**src/hdl/pcg_pkg.sv**
```systemverilog
// Constants for the peripheral clock gate and reset cause block.
// Assumes a 100 MHz system clock and a word-addressed-by-byte Avalon-MM slave.
// What this block does
// - Bit 28 of the clock gate register switches the power interface clock, reset off.
// - Bit 21 of the clock gate register switches the two-wire clock, reset off.
// - Bit 11 of the clock gate register switches the window watchdog clock, reset off.
// - Bit 0 of the clock gate register switches the timer two clock, reset off.
// - Reads of a peripheral whose clock is gated off return zero.
// - Low-power management reset sets read-only flag bit 31.
// - Window watchdog reset sets flag bit 30.
// - Independent watchdog reset sets flag bit 29.
// - Software reset sets flag bit 28.
// - Power-up or power-down reset sets flag bit 27; it reads 1 after reset.
// - A reset through the external reset pin sets flag bit 26.
// - Writing 1 to command bit 24 clears all reset flags; writing 0 does nothing.
// - Bit 0 of the cause register enables the slow oscillator, reset off.
// - Read-only bit 1 shows the slow oscillator is stable, else 0.
// - After the enable clears, the stable flag falls after 3 slow clock cycles.
// - Reset flags clear only on power-on reset or the clear command; other bits on any system reset.
package pcg_pkg;
    localparam logic [3:0] ADDR_GATES = 4'h0;
    localparam logic [3:0] ADDR_CAUSE = 4'h4;
    localparam logic [3:0] ADDR_IRQ_STATUS = 4'h8;
    localparam logic [3:0] ADDR_IRQ_MASK = 4'hc;

    localparam int POWER_IF_BIT = 28;
    localparam int TWO_WIRE_BIT = 21;
    localparam int WINDOW_WD_BIT = 11;
    localparam int TIMER_TWO_BIT = 0;
    localparam logic [31:0] GATES_RESET = 32'h0000_0000;

    localparam int CAUSE_LSB = 26;
    localparam int CAUSE_W = 6;
    // Flag order from bit 26 up: pin, power cycle, software, iwdg, wwdg, low power
    localparam logic [5:0] CAUSE_RESET = 6'h02;
    localparam int CLEAR_CAUSES_BIT = 24;
    localparam int OSC_STABLE_BIT = 1;
    localparam int OSC_ENABLE_BIT = 0;

    localparam int IRQ_W = 2;
    localparam int IRQ_OSC_READY = 0;
    localparam int IRQ_CAUSE_SET = 1;

    localparam longint SYS_CLK_HZ = 100_000_000;
    localparam longint SLOW_OSC_HZ = 128_000;
    localparam longint OSC_FALL_SLOW_CYCLES = 3;
    // Longest wait rounds down to whole system cycles
    localparam int OSC_FALL_CYCLES = int'((OSC_FALL_SLOW_CYCLES * SYS_CLK_HZ) / SLOW_OSC_HZ);
    localparam int FALL_CNT_W = 12;

    typedef enum logic [1:0] {
        PCG_OSC_OFF = 2'b00,
        PCG_OSC_WAIT = 2'b01,
        PCG_OSC_READY = 2'b10,
        PCG_OSC_DRAIN = 2'b11
    } pcg_osc_state_t;
endpackage

```
**src/hdl/pcg_clock_gate_reset_cause.sv**
```systemverilog
// Peripheral clock gates, reset cause flags and slow oscillator control.
// Assumes por is a synchronous power-on reset that also implies rst, event inputs are
// one-cycle pulses on clk, and the pin and oscillator status arrive asynchronously.
`timescale 1ns/1ps
module pcg_clock_gate_reset_cause
    import pcg_pkg::*;
#(
    parameter int FALL_CYCLES = OSC_FALL_CYCLES
)
(
    input wire logic clk,
    input wire logic rst,
    input wire logic por,
    input wire logic [3:0] avs_address,
    input wire logic avs_read,
    input wire logic avs_write,
    input wire logic [31:0] avs_writedata,
    input wire logic [3:0] avs_byteenable,
    output logic [31:0] avs_readdata,
    output logic avs_waitrequest,
    input wire logic low_power_reset_evt,
    input wire logic window_watchdog_reset_evt,
    input wire logic independent_watchdog_reset_evt,
    input wire logic software_reset_evt,
    input wire logic external_reset_pin_n,
    input wire logic slow_osc_stable_in,
    output logic slow_osc_enable,
    output logic power_if_clock_on,
    output logic two_wire_clock_on,
    output logic window_watchdog_clock_on,
    output logic timer_two_clock_on,
    input wire logic [31:0] power_if_rdata,
    input wire logic [31:0] two_wire_rdata,
    input wire logic [31:0] window_watchdog_rdata,
    input wire logic [31:0] timer_two_rdata,
    output logic [31:0] power_if_rdata_gated,
    output logic [31:0] two_wire_rdata_gated,
    output logic [31:0] window_watchdog_rdata_gated,
    output logic [31:0] timer_two_rdata_gated,
    output logic irq
);

    ////////////////////////////////////////////////////////////////////////////////////
    // Helpers

    function automatic logic [31:0] merge_bytes(input logic [31:0] old_val,
                                                input logic [31:0] new_val,
                                                input logic [3:0] be);
        logic [31:0] res;
        res = old_val;
        for (int i = 0; i < 4; i++)
        begin
            if (be[i])
            begin
                res[i*8 +: 8] = new_val[i*8 +: 8];
            end
        end
        return res;
    endfunction

    function automatic logic [31:0] gate_word(input logic on, input logic [31:0] data);
        return on ? data : 32'h0000_0000;
    endfunction

    ////////////////////////////////////////////////////////////////////////////////////
    // Input synchronisers

    logic pin_meta;
    logic pin_sync_n;
    logic osc_meta;
    logic osc_sync;

    always_ff @(posedge clk)
    begin
        pin_meta <= external_reset_pin_n;
        pin_sync_n <= pin_meta;
        osc_meta <= slow_osc_stable_in;
        osc_sync <= osc_meta;
    end

    ////////////////////////////////////////////////////////////////////////////////////
    // Bus slave: one wait cycle, then answer

    logic bus_req;
    logic bus_commit;
    logic wr_commit;
    logic [31:0] wmerged;
    logic [31:0] gates_word;
    logic [31:0] cause_word;
    logic [31:0] next_readdata;
    logic [IRQ_W-1:0] irq_status;
    logic [IRQ_W-1:0] irq_mask;
    logic [CAUSE_W-1:0] causes;
    logic osc_ready;

    assign bus_req = avs_read | avs_write;
    assign bus_commit = bus_req & ~avs_waitrequest;
    assign wr_commit = avs_write & ~avs_waitrequest;

    always_comb
    begin
        gates_word = 32'h0000_0000;
        gates_word[POWER_IF_BIT] = power_if_clock_on;
        gates_word[TWO_WIRE_BIT] = two_wire_clock_on;
        gates_word[WINDOW_WD_BIT] = window_watchdog_clock_on;
        gates_word[TIMER_TWO_BIT] = timer_two_clock_on;
        cause_word = 32'h0000_0000;
        cause_word[CAUSE_LSB +: CAUSE_W] = causes;
        cause_word[OSC_STABLE_BIT] = osc_ready;
        cause_word[OSC_ENABLE_BIT] = slow_osc_enable;
    end

    always_comb
    begin
        if (avs_address == ADDR_GATES)
        begin
            next_readdata = gates_word;
            wmerged = merge_bytes(gates_word, avs_writedata, avs_byteenable);
        end
        else if (avs_address == ADDR_CAUSE)
        begin
            next_readdata = cause_word;
            wmerged = merge_bytes(32'h0000_0000, avs_writedata, avs_byteenable);
        end
        else if (avs_address == ADDR_IRQ_STATUS)
        begin
            next_readdata = {{(32-IRQ_W){1'b0}}, irq_status};
            wmerged = merge_bytes(32'h0000_0000, avs_writedata, avs_byteenable);
        end
        else if (avs_address == ADDR_IRQ_MASK)
        begin
            next_readdata = {{(32-IRQ_W){1'b0}}, irq_mask};
            wmerged = merge_bytes({{(32-IRQ_W){1'b0}}, irq_mask}, avs_writedata,
                                  avs_byteenable);
        end
        else
        begin
            // Unmapped words read zero and ignore writes
            next_readdata = 32'h0000_0000;
            wmerged = 32'h0000_0000;
        end
    end

    always_ff @(posedge clk)
    begin
        if (rst || por)
        begin
            avs_waitrequest <= 1'b1;
            avs_readdata <= 32'h0000_0000;
        end
        else
        begin
            avs_waitrequest <= ~(bus_req & avs_waitrequest);
            if (avs_read && avs_waitrequest)
            begin
                avs_readdata <= next_readdata;
            end
        end
    end

    ////////////////////////////////////////////////////////////////////////////////////
    // Clock gates and gated peripheral read data

    always_ff @(posedge clk)
    begin
        if (rst || por)
        begin
            power_if_clock_on <= GATES_RESET[POWER_IF_BIT];
            two_wire_clock_on <= GATES_RESET[TWO_WIRE_BIT];
            window_watchdog_clock_on <= GATES_RESET[WINDOW_WD_BIT];
            timer_two_clock_on <= GATES_RESET[TIMER_TWO_BIT];
        end
        else if (wr_commit && avs_address == ADDR_GATES)
        begin
            power_if_clock_on <= wmerged[POWER_IF_BIT];
            two_wire_clock_on <= wmerged[TWO_WIRE_BIT];
            window_watchdog_clock_on <= wmerged[WINDOW_WD_BIT];
            timer_two_clock_on <= wmerged[TIMER_TWO_BIT];
        end
    end

    // Registered so that the read path stays clean; costs one cycle of latency
    always_ff @(posedge clk)
    begin
        if (rst || por)
        begin
            power_if_rdata_gated <= 32'h0000_0000;
            two_wire_rdata_gated <= 32'h0000_0000;
            window_watchdog_rdata_gated <= 32'h0000_0000;
            timer_two_rdata_gated <= 32'h0000_0000;
        end
        else
        begin
            power_if_rdata_gated <= gate_word(power_if_clock_on, power_if_rdata);
            two_wire_rdata_gated <= gate_word(two_wire_clock_on, two_wire_rdata);
            window_watchdog_rdata_gated <=
                gate_word(window_watchdog_clock_on, window_watchdog_rdata);
            timer_two_rdata_gated <= gate_word(timer_two_clock_on, timer_two_rdata);
        end
    end

    ////////////////////////////////////////////////////////////////////////////////////
    // Reset cause flags: survive rst, cleared only by por or the clear command

    logic [CAUSE_W-1:0] cause_set;
    logic clear_cmd;

    assign cause_set = {low_power_reset_evt, window_watchdog_reset_evt,
                        independent_watchdog_reset_evt, software_reset_evt,
                        1'b0, ~pin_sync_n};
    assign clear_cmd = wr_commit && avs_address == ADDR_CAUSE && wmerged[CLEAR_CAUSES_BIT];

    always_ff @(posedge clk)
    begin
        if (por)
        begin
            causes <= CAUSE_RESET;
        end
        else
        begin
            // A new cause wins over a clear in the same cycle
            causes <= (clear_cmd ? {CAUSE_W{1'b0}} : causes) | cause_set;
        end
    end

    ////////////////////////////////////////////////////////////////////////////////////
    // Slow oscillator enable and stable flag

    pcg_osc_state_t osc_state;
    logic [FALL_CNT_W-1:0] fall_cnt;

    always_ff @(posedge clk)
    begin
        if (rst || por)
        begin
            slow_osc_enable <= 1'b0;
        end
        else if (wr_commit && avs_address == ADDR_CAUSE && avs_byteenable[0])
        begin
            slow_osc_enable <= avs_writedata[OSC_ENABLE_BIT];
        end
    end

    always_ff @(posedge clk)
    begin
        if (rst || por)
        begin
            osc_state <= PCG_OSC_OFF;
            osc_ready <= 1'b0;
            fall_cnt <= '0;
        end
        else
        begin
            case (osc_state)
                PCG_OSC_OFF:
                begin
                    osc_ready <= 1'b0;
                    if (slow_osc_enable)
                    begin
                        osc_state <= PCG_OSC_WAIT;
                    end
                end
                PCG_OSC_WAIT:
                begin
                    if (!slow_osc_enable)
                    begin
                        osc_state <= PCG_OSC_OFF;
                    end
                    else if (osc_sync)
                    begin
                        osc_state <= PCG_OSC_READY;
                        osc_ready <= 1'b1;
                    end
                end
                PCG_OSC_READY:
                begin
                    if (!slow_osc_enable)
                    begin
                        osc_state <= PCG_OSC_DRAIN;
                        fall_cnt <= FALL_CNT_W'(FALL_CYCLES - 1);
                    end
                    else if (!osc_sync)
                    begin
                        osc_state <= PCG_OSC_WAIT;
                        osc_ready <= 1'b0;
                    end
                end
                PCG_OSC_DRAIN:
                begin
                    if (fall_cnt <= FALL_CNT_W'(1))
                    begin
                        osc_state <= PCG_OSC_OFF;
                        osc_ready <= 1'b0;
                    end
                    else
                    begin
                        fall_cnt <= fall_cnt - FALL_CNT_W'(1);
                    end
                end
                default:
                begin
                    osc_state <= PCG_OSC_OFF;
                end
            endcase
        end
    end

    ////////////////////////////////////////////////////////////////////////////////////
    // Interrupts

    logic [IRQ_W-1:0] irq_event;
    logic ready_d;
    logic irq_clear;

    assign irq_event = {|(cause_set & ~causes), osc_ready & ~ready_d};
    assign irq_clear = wr_commit && avs_address == ADDR_IRQ_STATUS;

    always_ff @(posedge clk)
    begin
        if (rst || por)
        begin
            ready_d <= 1'b0;
            irq_status <= '0;
            irq_mask <= '0;
            irq <= 1'b0;
        end
        else
        begin
            ready_d <= osc_ready;
            irq_status <= (irq_status & ~(irq_clear ? wmerged[IRQ_W-1:0] : '0)) | irq_event;
            if (wr_commit && avs_address == ADDR_IRQ_MASK)
            begin
                irq_mask <= wmerged[IRQ_W-1:0];
            end
            irq <= |(irq_status & irq_mask);
        end
    end
endmodule

```
**config.mk**
```make
export PLATFORM = sky130hd
export DESIGN_NAME = pcg_clock_gate_reset_cause
export DESIGN_NICKNAME = d
export VERILOG_FILES = /design/src/hdl/pcg_pkg.sv /design/src/hdl/pcg_clock_gate_reset_cause.sv
export SDC_FILE = /design/constraint.sdc
export NUM_CORES = 1
export LEC_CHECK = 0
export ABC_AREA = 1
export BUFFER_PORTS_ARGS = -buffer_cell sky130_fd_sc_hd__buf_4
export CORE_AREA = 2 2 135 137
export DETAILED_ROUTE_END_ITERATION = 7
export DIE_AREA = 0 0 137 139
export PLACE_DENSITY = 0.65
export SLEW_MARGIN = 20
export SYNTH_ARGS = -nofsm -noshare
export SYNTH_HDL_FRONTEND = slang
export SYNTH_SLANG_ARGS = --single-unit
```
**constraint.sdc**
```tcl
create_clock -name clk -period 4.4 [get_ports clk]
set_input_delay 0.88 -clock clk [delete_from_list [all_inputs] [get_ports clk]]
set_output_delay 0.88 -clock clk [all_outputs]
set_load 0.01 [all_outputs]
```
Word-level counts from Yosys, hierarchy flattened

Index checks and enable logic that the tools add are counted.

Add/sub/neg operators: 1
Multiply operators: 0
Div/mod/pow operators: 0
Magnitude comparators: 1
Equal/unequal tests: 19
Shifts and indexed selects: 0
Muxes and demuxes: 35
Bitwise operators: 19
Reductions and logical operators: 23

Operator list:

| cell                                                  | number |
|---|---|
| 2-to-1 mux 29 bit                                     | 4 |
| 2-to-1 mux 32 bit                                     | 2 |
| 2-to-1 mux 8 bit                                      | 7 |
| 2-to-1 mux 12 bit                                     | 2 |
| case mux 12 bit (2 select lines)                      | 1 |
| inequality test 2 bit (second input constant)         | 11 |
| 2-to-1 mux 2 bit                                      | 9 |
| <= comparator 12 x 1 -> 1 bit (second input constant) | 1 |
| subtractor 12 x 1 -> 12 bit (second input constant)   | 1 |
| 2-to-1 mux 5 bit                                      | 2 |
| OR reduction 2 bit                                    | 5 |
| == test 4 bit (second input constant)                 | 2 |
| NOT 1 bit                                             | 8 |
| case mux 2 bit (4 select lines)                       | 1 |
| logical AND 1 bit                                     | 7 |
| bitwise AND 6 bit                                     | 1 |
| 2-to-1 mux 6 bit                                      | 1 |
| inequality test 3 bit (second input constant)         | 2 |
| NOT 6 bit                                             | 1 |
| bitwise OR 6 bit                                      | 1 |
| AND reduction 2 bit                                   | 3 |
| OR reduction 6 bit                                    | 1 |
| 2-to-1 mux 1 bit                                      | 5 |
| AND reduction 5 bit                                   | 1 |
| 15 further kinds                                      | 19 |

Register bits: 197
Bits in latches: 0
Bits in writable memories: 0
Bits in read-only memories: 0
Input bits: 179
Output and inout port bits: 167
Logic and storage cells: 121
Memories kept: 0

Logic depth before layout (Yosys ltp)

Gate-level depths: netlist of run 1.

Word-level depth: 9
Mapped depth: 10
Mapped depth without buffers: 10

Worst setup path before layout of run 1

No wires, ideal clock.

Path kind: input to register
From: in avs_address[1]
To: reg causes[3]
Library setup time: 0.127 ns
Data arrival time: 1.700 ns
Data required time: 4.273 ns
Path slack: 2.573 ns
Stages: 6
Path buffers: 0
Cell sequence: nor2_1 > nand3_1 > nor2_1 > nand3_1 > a21oi_1 > nor2_1

Longest elaborated chain between the ends: 8
Elaborated cells on any way between the ends: 12
Classes of those cells: eq/ne: 3; mux: 5; bitwise: 1; reduce/logical: 3

Ends and longest elaborated chain:

| item                   | line                              | source |
|---|---|---|
| start: declaration     | pcg_clock_gate_reset_cause.sv:14  | `input wire logic [3:0] avs_address,` |
| == test 4 bit          | pcg_clock_gate_reset_cause.sv:130 | `else if (avs_address == ADDR_IRQ_MASK)` |
| 2-to-1 mux 29 bit      | pcg_clock_gate_reset_cause.sv:130 |  |
| 2-to-1 mux 29 bit      | pcg_clock_gate_reset_cause.sv:125 | `else if (avs_address == ADDR_IRQ_STATUS)` |
| 2-to-1 mux 29 bit      | pcg_clock_gate_reset_cause.sv:120 | `else if (avs_address == ADDR_CAUSE)` |
| 2-to-1 mux 29 bit      | pcg_clock_gate_reset_cause.sv:115 | `if (avs_address == ADDR_GATES)` |
| logical AND 1 bit *    | pcg_clock_gate_reset_cause.sv:211 | `assign clear_cmd = wr_commit && avs_address == ADDR_CAUSE && wmerged[CLEAR_CAUSES_BIT];` |
| 2-to-1 mux 6 bit *     | pcg_clock_gate_reset_cause.sv:222 | `causes <= (clear_cmd ? {CAUSE_W{1'b0}} : causes) \| cause_set;` |
| bitwise OR 6 bit *     | pcg_clock_gate_reset_cause.sv:222 |  |
| end signal: assignment | pcg_clock_gate_reset_cause.sv:222 |  |
| end: declaration       | pcg_clock_gate_reset_cause.sv:93  | `logic [CAUSE_W-1:0] causes;` |

Every way passes the cells marked *; elsewhere a longest branch is shown, timed or not.
A chain may end at the register's enable or synchronous reset.

Worst setup path after layout of run 1

From: reg slow_osc_enable
To: out slow_osc_enable

RTL lines:

| item                     | line                              | source |
|---|---|---|
| start: declaration       | pcg_clock_gate_reset_cause.sv:27  | `output logic slow_osc_enable,` |
| start signal: assignment | pcg_clock_gate_reset_cause.sv:240 | `slow_osc_enable <= avs_writedata[OSC_ENABLE_BIT];` |

No word-level cell between the ends.

==> results by group, run 1 <==
Final layout
  • Area Growth Syn to Fin: 48.4%
  • Most common cell after layout, fill and taps aside: buf_4
  • Fillcell total: 1,738
  • Commonest cells after routing, fill and taps aside: 299 x buf_4, 177 x inv_1, 175 x dfxtp_1
  • Antenna cells: 0
  • Post-route non-filler standard cell count: 1,299
  • Net count reported at finish: 1,238
  • Share of cells above drive strength 1: 32.8%

Synthesis
  • Average instance area after synthesis: 7.99 um^2
  • Synth Warn #: 0
  • Cell count after synthesis: 760
  • Yosys cell types: 32
  • Dominant cell type by area after synthesis: dfxtp_1
  • Synthesized cell area: 6070 um^2
  • Most area-consuming cells after synthesis: dfxtp_1 58%, inv_1 11%, nor2_1 10%
  • FF+latch count, synth: 175
  • Yosys top cell area share: 57.7%
  • Register area share after synthesis: 57.7%

STA
  • Clock period minus worst slack: 1.96 ns
  • Rel. slew slack: 57.0%
  • Final Hold Fails: 0
  • RSZ-0062 raised after global routing: false
  • Setup violators final: 0
  • Least-Margin Pin Slew: 0.643 ns
  • Slew Limit Fails: 0
  • Tcrit/Tclk final: 44.6%
  • Max Fclk: 510 MHz
  • Final Skew: 0.00670 ns
  • Setup tns final: 0 ns

Critical path
  • WP buf/inv: 1
  • Worst setup path startpoint: slow_osc_enable$_SDFFE_PP0P_
  • Top Family by Delay on Critical Path: flip-flops
  • Crit end category: output port
  • R2r startpoint: fall_cnt[0]$_SDFFE_PP0P_
  • Crit-path cells: buf_4
  • Kind of critical path: flip-flop to output port
  • Crit path DAT: 1.08 ns
  • CP required: 3.52 ns
  • Slowest Stage Delay on Critical Path: 0.48 ns
  • Crit start category: flip-flop
  • CP max stage cell: dfxtp_1
  • CP Max Fanout: 6

Clock network
  • Resized cells post-CTS: 0
  • CTS max path bufs: 2
  • Clk root buf: clkbuf_16
  • CTS tree: built
  • CTS buffer count: 17
  • CTS hold repair buffers: 0
  • Worst-Skew Late Latency: 0.43 ns
  • Post-CTS setup buffers: 0
  • CTS sink count: 175
  • CTS clk-pin slew, worst paths: 0.07 ns
  • CTS HTree Levels: 4

Detailed routing
  • Initial DRC Count: 157
  • Via count: 5,282
  • Routed Wire Length: 16,200 um
  • Via density: 4.07
  • Antenna Nets Post-Route: 0
  • Post-route DRC violation count: 0
  • WL/cell: 12.5 um
  • First-pass DRT Iterations: 5

Global routing
  • Vias in the first global route: 4,970
  • Antenna violations before repair: 0
  • Gr ovfl total: 0
  • Largest net degree at the start of global routing: 33
  • First-pass GRT wire length: 24,800 um
  • GRT Total Usage: 16.8%

Die
  • Die ar.: 19,000 um^2
  • Core area: 17,700 um^2
  • Row Count: 49
  • Die width: 137 um
  • Die Ht: 139 um
  • Initial core utilization: 34.4%
  • # IOs: 346

Hold path
  • Min-delay worst type: flip-flop to flip-flop
  • Worst Min Path Start: osc_meta$_DFF_P_

Power
  • Overall power: 3.27 mW
  • P per Cell Area: 363 nW/um^2
  • Leakage: 4.91 nW
  • Maximum vdd drop: 259 uV

Place
  • Input/output buffers: 297
  • Placed Cells incl. Taps: 1,267
  • Detailed Place HPWL: 12,400 um
  • Final GP Congestion: 0.850

Run
  • Max-cap violation count: 0

Run status
  • Outcome: finished clean
-- path summary, 6_finish.rpt --
check	to	slack [ns]	cells past startpoint
max	slow_osc_enable	2.44	1
min	osc_sync$_DFF_P_	0.33	0
max reg2reg	fall_cnt[10]$_SDFFE_PP0P_	2.71	9
min reg2reg	osc_sync$_DFF_P_	0.33	0
-- area by class of cell --
type                    count  area, um^2  share of cell area, %
flip-flops and latches    175        3500                   38.9
well taps                 229         287                   3.18
repair buffers            299        2240                   24.9
inverters                 177         664                   7.37
multi-input cells         387        1720                   19.0
clock buffers              19         453                   5.02
clock inverters            13         146                   1.62
-- sequential cells by signal, indices dropped and copies added, names as in the netlist, 2 cells and up --
signal / count
fall_cnt: 12
avs_readdata: 10
two_wire_rdata_gated: 32
irq_status: 2
power_if_rdata_gated: 32
timer_two_rdata_gated: 32
window_watchdog_rdata_gated: 32
irq_mask: 2
osc_state: 2
causes: 6
-- synth_stat cells --
cell type and n:
inv_1 177, dfxtp_1 175, nor2_1 169, nand2_1 79, a21oi_1 27, nand3_1 24
buf_4 23, o21ai_0 22, buf_2 15, nor2_2 6, nand2_2 4, nand4_1 4
o211ai_1 4, a211oi_1 3, o21ai_1 3, a21oi_2 2, buf_6 2, clkbuf_1 2
ha_1 2, nand2_4 2, nor3_1 2, o22ai_1 2, xor2_1 2, a21o_1 1
a21oi_4 1, a31oi_1 1, conb_1 1, nor2_4 1, nor4_1 1, o21a_1 1
o21bai_1 1, or2_2 1
-- cell families after synthesis --
family	share of synthesized area [%]
simple gates	19.7
fa+ha+maj	0.412
other cells	0.0617
flops	57.7
xor+xnor	0.288
compound gates	6.39
buf+inv	15.5
-- routing by layer --
layer  global-route usage [%]  vias up  routed length [um]
met2                     28.9      198                7940
met1                     19.5     2285                6690
li1                         -     2778                   -
met3                     4.06       21                1240
met4                     7.38        0                 337
met5                        0        -                   0
-- power breakdown --
| group | switching [mW] | internal [mW] |
|---|---|---|
| Clock | 0.701 | 0.790 |
| Sequential | 0.00567 | 1.59 |
| Combinational | 0.0740 | 0.107 |
-- through the flow --
step                hold slack (ns)  area (um^2)  setup WS, ns  utilization [%]
finish                        0.332         9010          2.44             51.0
global route                  0.345         9010          2.35             51.0
CTS                           0.332         9010          2.25             51.0
detailed placement            0.316         8410          1.79             47.6
global placement              0.314         8410          1.85             47.6
floorplan                     0.310         6150          2.57                -
Power figures use the tool's default switching activity.
==> run 2: changes to the inputs <==
- CORE_AREA: 2 2 135 137 -> 2 2 136 138
- DIE_AREA: 0 0 137 139 -> 0 0 138 140
- PLACE_DENSITY: 0.65 -> not set
- clock period: 4.4 -> 1.9 ns (I/O delays scaled with it)
==> results by group, run 2 (same netlist as run 1, synthesis figures left out) <==
Critical path
  • Crit start category: flip-flop
  • Kind of critical path: flip-flop to flip-flop
  • CP max stage cell: dfxtp_1
  • Top Family by Delay on Critical Path: simple AND/OR/NAND/NOR gates
  • Crit-path cells: inv_1 -> ha_1 -> nand2_1 -> nand2_1 -> nand2_2 -> a21oi_4 -> nor2_1 -> nor2_1 -> nor2_1
  • Slowest Stage Delay on Critical Path: 0.33 ns (-0.15 ns)
  • CP Max Fanout: 11 (+5)
  • Crit end category: flip-flop
  • Crit path DAT: 1.96 ns (+0.88 ns)
  • Worst path most repeated cell: nor2_1
  • CP required: 2.19 ns (-1.33 ns)
  • WP buf/inv: 1 (unchanged)

Die
  • # IOs: 346 (unchanged)
  • Row Count: 49 (unchanged)
  • Die width: 138 um (+0.73%)
  • Initial core utilization: 34.2% (-0.24 points)
  • Core area: 17,800 um^2 (+0.69%)
  • Die ar.: 19,300 um^2 (+1.5%)
  • Die Ht: 140 um (+0.72%)

STA
  • Tcrit/Tclk final: 87.9%
  • Max Fclk: 599 MHz
  • Hold_ws: 0.0546 ns (-0.277 ns)
  • Rel. slew slack: 57.9% (+0.95 points)
  • Slew Limit Fails: 0 (unchanged)
  • Setup violators final: 0 (unchanged)
  • Final Skew: 0.00999 ns (+0.00328 ns)
  • RSZ-0062 raised after global routing: false
  • Final Hold Fails: 0 (unchanged)
  • Clock period minus worst slack: 1.67 ns
  • Setup ws final: 0.231 ns (-2.21 ns)
  • Setup tns final: 0 ns (unchanged)
  • Least-Margin Pin Slew: 0.631 ns (-0.0127 ns)

Power
  • Leakage: 4.92 nW (+0.11%)
  • P per Cell Area: 828 nW/um^2 (+130%)
  • Maximum vdd drop: 610 uV (+130%)
  • Overall power: 7.48 mW (+130%)

Detailed routing
  • Antenna Nets Post-Route: 0 (unchanged)
  • First-pass DRT Iterations: 4 (-1)
  • Via density: 4.05 (-0.35%)
  • Initial DRC Count: 204 (+30%)
  • Via count: 5,284 (+0.038%)
  • Post-route DRC violation count: 0 (unchanged)
  • WL/cell: 12.8 um (+2.8%)
  • Routed Wire Length: 16,700 um (+3.2%)

Clock network
  • CTS max path bufs: 2 (unchanged)
  • CTS sink count: 175 (unchanged)
  • CTS buffer count: 17 (unchanged)
  • Clk root buf: clkbuf_16
  • Resized cells post-CTS: 0 (unchanged)
  • Worst-Skew Late Latency: 0.43 ns (about the same)
  • Post-CTS setup buffers: 0 (unchanged)
  • CTS hold repair buffers: 0 (unchanged)
  • CTS HTree Levels: 4 (unchanged)
  • CTS clk-pin slew, worst paths: 0.07 ns (about the same)
  • CTS tree: built

Place
  • Input/output buffers: 297 (unchanged)
  • Placed cell areas: 8460 um^2 (+0.57%)
  • Placed Cells incl. Taps: 1,272 (+0.39%)
  • Final GP Congestion: 0.777 (-8.6%)
  • Pre-CTS WS: 0.213 ns (-1.58 ns)
  • Detailed Place HPWL: 12,800 um (+3.5%)

Final layout
  • Antenna cells: 0 (unchanged)
  • Fillcell total: 1,743 (+0.29%)
  • Area Growth Syn to Fin: 48.7%
  • Most common cell after layout, fill and taps aside: buf_4
  • Final Util: 50.8% (-0.23 points)
  • Net count reported at finish: 1,243 (+0.40%)
  • Share of cells above drive strength 1: 32.7% (-0.060 points)
  • Final Cell Area: 9030 um^2 (+0.24%)
  • Post-route non-filler standard cell count: 1,304 (+0.38%)
  • Commonest cells after routing, fill and taps aside: 303 x buf_4, 177 x inv_1, 175 x dfxtp_1

Global routing
  • Grt peak-use layer: met2
  • GRT Total Usage: 17.2% (+0.45 points)
  • First-pass GRT wire length: 26,400 um (+6.2%)
  • Met1 Usage GRT: 20.7% (+1.2 points)
  • Antenna violations before repair: 0 (unchanged)
  • Vias in the first global route: 4,992 (+0.44%)
  • GRT met2 Usage: 29.0% (+0.12 points)
  • Largest net degree at the start of global routing: 34 (+3.0%)
  • Grt met3 use: 4.27% (+0.22 points)
  • Gr ovfl total: 0 (unchanged)

Hold path
  • Min-delay worst type: input pin to flip-flop

Run status
  • Outcome: finished clean

Run
  • Max-cap violation count: 0 (unchanged)
[run 2: changes by cell type in the layout (fill, tap and decap cells not counted)]
| cell | before | now |
|---|---|---|
| buf_12 | 0 | 1 |
| buf_4 | 299 | 303 |
| clkbuf_1 | 0 | 1 |
| nand2_1 | 76 | 79 |
| nand2_2 | 7 | 4 |
| clkinv_4 | 4 | 2 |
| clkinv_2 | 0 | 1 |
| clkbuf_8 | 2 | 0 |
| clkinvlp_4 | 0 | 2 |
[run 2: worst paths after layout]
path | from | end | slack [ns] | cells past startpoint
worst max-delay path | fall_cnt[0]$_SDFFE_PP0P_ | fall_cnt[10]$_SDFFE_PP0P_ | 0.23 | 9
worst min register to register | pin_meta$_DFF_P_ | pin_sync_n$_DFF_P_ | 0.33 | 0
worst max register to register | fall_cnt[0]$_SDFFE_PP0P_ | fall_cnt[10]$_SDFFE_PP0P_ | 0.23 | 9
worst min-delay path | slow_osc_stable_in | osc_meta$_DFF_P_ | 0.05 | 1
[run 2: worst reg2reg max path: cells and delay by family (launching register included)]
kind / cells / cell delay, ns
AOI/OAI and AO/OA: 1 / 0.33
adders and majority gates: 1 / 0.23
buffers and inverters: 1 / 0.13
DFF: 1 / 0.33
and+or+nand+nor: 6 / 0.52
[run 2: cell type report]
cell class              instances  area, um^2  area share, %
clock buffers                  18         429           4.75
clock inverters                14         149           1.65
inverters                     177         664           7.35
multi-input cells             387        1710           18.9
flip-flops and latches        175        3500           38.8
well taps                     229         287           3.17
repair buffers                304        2290           25.4
[run 2: routing by layer]
metal	vias up	share of wire [%]
li1	2785	-
met1	2284	43
met2	188	48
met3	27	5.7
met4	0	2.8
met5	-	0
[run 2: power breakdown]
part | switching [mW] | internal (mW)
Clock | 1.61 | 1.75
Combinational | 0.173 | 0.252
Sequential | 0.0129 | 3.69
==> run 3: changes to the inputs <==
- ABC_CLOCK_PERIOD_IN_PS: not set -> 1840
- SLEW_MARGIN: 20 -> 40
- clock period: 1.9 -> 1.84 ns (I/O delays scaled with it)
==> results by group, run 3 (same netlist as run 1, synthesis figures left out) <==
Global routing
  • Antenna violations before repair: 0 (unchanged)
  • Largest net degree at the start of global routing: 34 (unchanged)
  • Gr ovfl total: 0 (unchanged)
  • Grt met3 use: 4.31% (+0.034 points)
  • Grt peak-use layer: met2
  • Vias in the first global route: 4,788 (-4.1%)
  • First-pass GRT wire length: 25,700 um (-2.5%)
  • Met1 Usage GRT: 20.5% (-0.21 points)
  • GRT met2 Usage: 29.0% (about the same)
  • GRT Total Usage: 16.9% (-0.33 points)

Clock network
  • CTS buffer count: 17 (unchanged)
  • Resized cells post-CTS: 0 (unchanged)
  • CTS hold repair buffers: 0 (unchanged)
  • Clk root buf: clkbuf_16
  • Post-CTS setup buffers: 0 (unchanged)
  • CTS tree: built
  • CTS max path bufs: 2 (unchanged)
  • CTS clk-pin slew, worst paths: 0.07 ns (about the same)
  • CTS sink count: 175 (unchanged)
  • CTS HTree Levels: 4 (unchanged)
  • Worst-Skew Late Latency: 0.42 ns (about the same)

Critical path
  • Crit start category: flip-flop
  • Crit end category: flip-flop
  • Worst path most repeated cell: nor2_1
  • Crit-path cells: inv_1 -> ha_1 -> nand2_1 -> nand2_1 -> nand2_2 -> nand2_4 -> nand2_4 -> nor2_1 -> nor2_1 -> nor2_1
  • Slowest Stage Delay on Critical Path: 0.36 ns (+0.03 ns)
  • WP buf/inv: 1 (unchanged)
  • Top Family by Delay on Critical Path: simple AND/OR/NAND/NOR gates
  • CP max stage cell: dfxtp_1
  • Kind of critical path: flip-flop to flip-flop
  • CP required: 2.13 ns (-0.06 ns)
  • CP Max Fanout: 13 (+2)
  • Crit path DAT: 1.90 ns (-0.06 ns)

Place
  • Input/output buffers: 297 (unchanged)
  • Detailed Place HPWL: 12,900 um (+0.25%)
  • Placed cell areas: 8460 um^2 (about the same)
  • Placed Cells incl. Taps: 1,273 (+0.079%)
  • Final GP Congestion: 0.779 (+0.22%)

Detailed routing
  • WL/cell: 12.7 um (-1.1%)
  • Routed Wire Length: 16,600 um (-0.91%)
  • Initial DRC Count: 189 (-7.4%)
  • Post-route DRC violation count: 0 (unchanged)
  • First-pass DRT Iterations: 6 (+2)
  • Antenna Nets Post-Route: 0 (unchanged)
  • Via density: 4.01 (-1.1%)
  • Via count: 5,234 (-0.95%)

STA
  • Least-Margin Pin Slew: 0.605 ns (-0.0252 ns)
  • Setup violators final: 0 (unchanged)
  • RSZ-0062 raised after global routing: false
  • Max Fclk: 624 MHz (+4.1%)
  • Final Skew: 0.0113 ns (+0.00133 ns)
  • Final Hold Fails: 0 (unchanged)
  • Clock period minus worst slack: 1.60 ns (-0.0664 ns)
  • Rel. slew slack: 59.6% (+1.7 points)
  • Tcrit/Tclk final: 87.1% (-0.74 points)
  • Slew Limit Fails: 0 (unchanged)
  • Setup tns final: 0 ns (unchanged)

Power
  • Clock share of power: 45.6% (+0.7 points)
  • Combinational share of power: 5.6% (about the same)
  • Leakage: 4.94 nW (+0.47%)
  • Switching Share: 23.0% (-0.98 points)
  • Reg power frac: 48.8% (-0.6 points)
  • P per Cell Area: 863 nW/um^2 (+4.2%)
  • Cell internal pwr: 6.03 mW (+6.0%)
  • Net switching power: 1.80 mW (+0.35%)
  • Maximum vdd drop: 619 uV (+1.6%)

Final layout
  • Most common cell after layout, fill and taps aside: buf_4
  • Antenna cells: 0 (unchanged)
  • Area Growth Syn to Fin: 49.4%
  • Share of cells above drive strength 1: 32.9% (+0.12 points)
  • Net count reported at finish: 1,245 (+0.16%)
  • Post-route non-filler standard cell count: 1,306 (+0.15%)
  • Final Cell Area: 9070 um^2 (+0.43%)
  • Commonest cells after routing, fill and taps aside: 304 x buf_4, 177 x inv_1, 175 x dfxtp_1

Die
  • Initial core utilization: 34.2% (unchanged)
  • Row Count: 49 (unchanged)
  • # IOs: 346 (unchanged)
  • Die ar.: 19,300 um^2 (unchanged)
  • Die Ht: 140 um (unchanged)
  • Core area: 17,800 um^2 (unchanged)
  • Die width: 138 um (unchanged)

Run status
  • Outcome: finished clean

Run
  • Max-cap violation count: 0 (unchanged)

Hold path
  • Min-delay worst type: input pin to flip-flop
## run 3: cell count changes in the layout (fill, tap and decap cells not counted), sizes merged
cell    delta
clkinv     -3
buf        +2
bufinv     +1
clkbuf     +1
inv        +1
## run 3: layout make-up
class / count / area [um^2]
clock inverter: 13 / 146
clock buffer: 19 / 443
timing repair buffer: 306 / 2320
sequential: 175 / 3500
fill: 1787 / 8710
tap: 229 / 287
inverter: 177 / 664
multi-input combinational: 387 / 1710
## run 3: worst paths after layout
| kind | start | to | slack [ns] | depth (start not counted) |
|---|---|---|---|---|
| setup reg to reg | fall_cnt[0]$_SDFFE_PP0P_ | fall_cnt[9]$_SDFFE_PP0P_ | 0.24 | 10 |
| hold reg to reg | osc_meta$_DFF_P_ | osc_sync$_DFF_P_ | 0.33 | 0 |
| hold / removal | external_reset_pin_n | pin_meta$_DFF_P_ | 0.04 | 1 |
| setup / recovery | fall_cnt[0]$_SDFFE_PP0P_ | fall_cnt[9]$_SDFFE_PP0P_ | 0.24 | 10 |
## run 3: layer usage
metal,vias up,wire [um]
met1,2257,7160
met2,171,8270
met4,0,229
met5,-,0
li1,2792,-
met3,14,918
## run 3: power groups by stage
stage | Sequential [mW] | Clock (mW) | Combinational [mW]
after floorplan | 3.91 | 0 | 0.175
after global placement | 3.91 | 0 | 0.436
after detailed placement | 3.91 | 0 | 0.439
after CTS | 3.82 | 3.67 | 0.441
after global routing | 3.82 | 3.83 | 0.489
final | 3.82 | 3.57 | 0.439
## run 3: stage by stage
| step | util, % | worst slack (ns) | hold WS (ns) | total power, mW |
|---|---|---|---|---|
| 2_1_floorplan | - | 0.428 | 0.310 | 4.08 |
| 3_3_place_gp | 47.6 | 0.182 | 0.311 | 4.34 |
| 3_5_place_dp | 47.6 | 0.157 | 0.313 | 4.35 |
| 4_1_cts | 50.9 | 0.174 | 0.0207 | 7.93 |
| 5_1_grt | 51.0 | 0.0366 | 0.0185 | 8.14 |
| 6_report | 51.0 | 0.237 | 0.0419 | 7.83 |
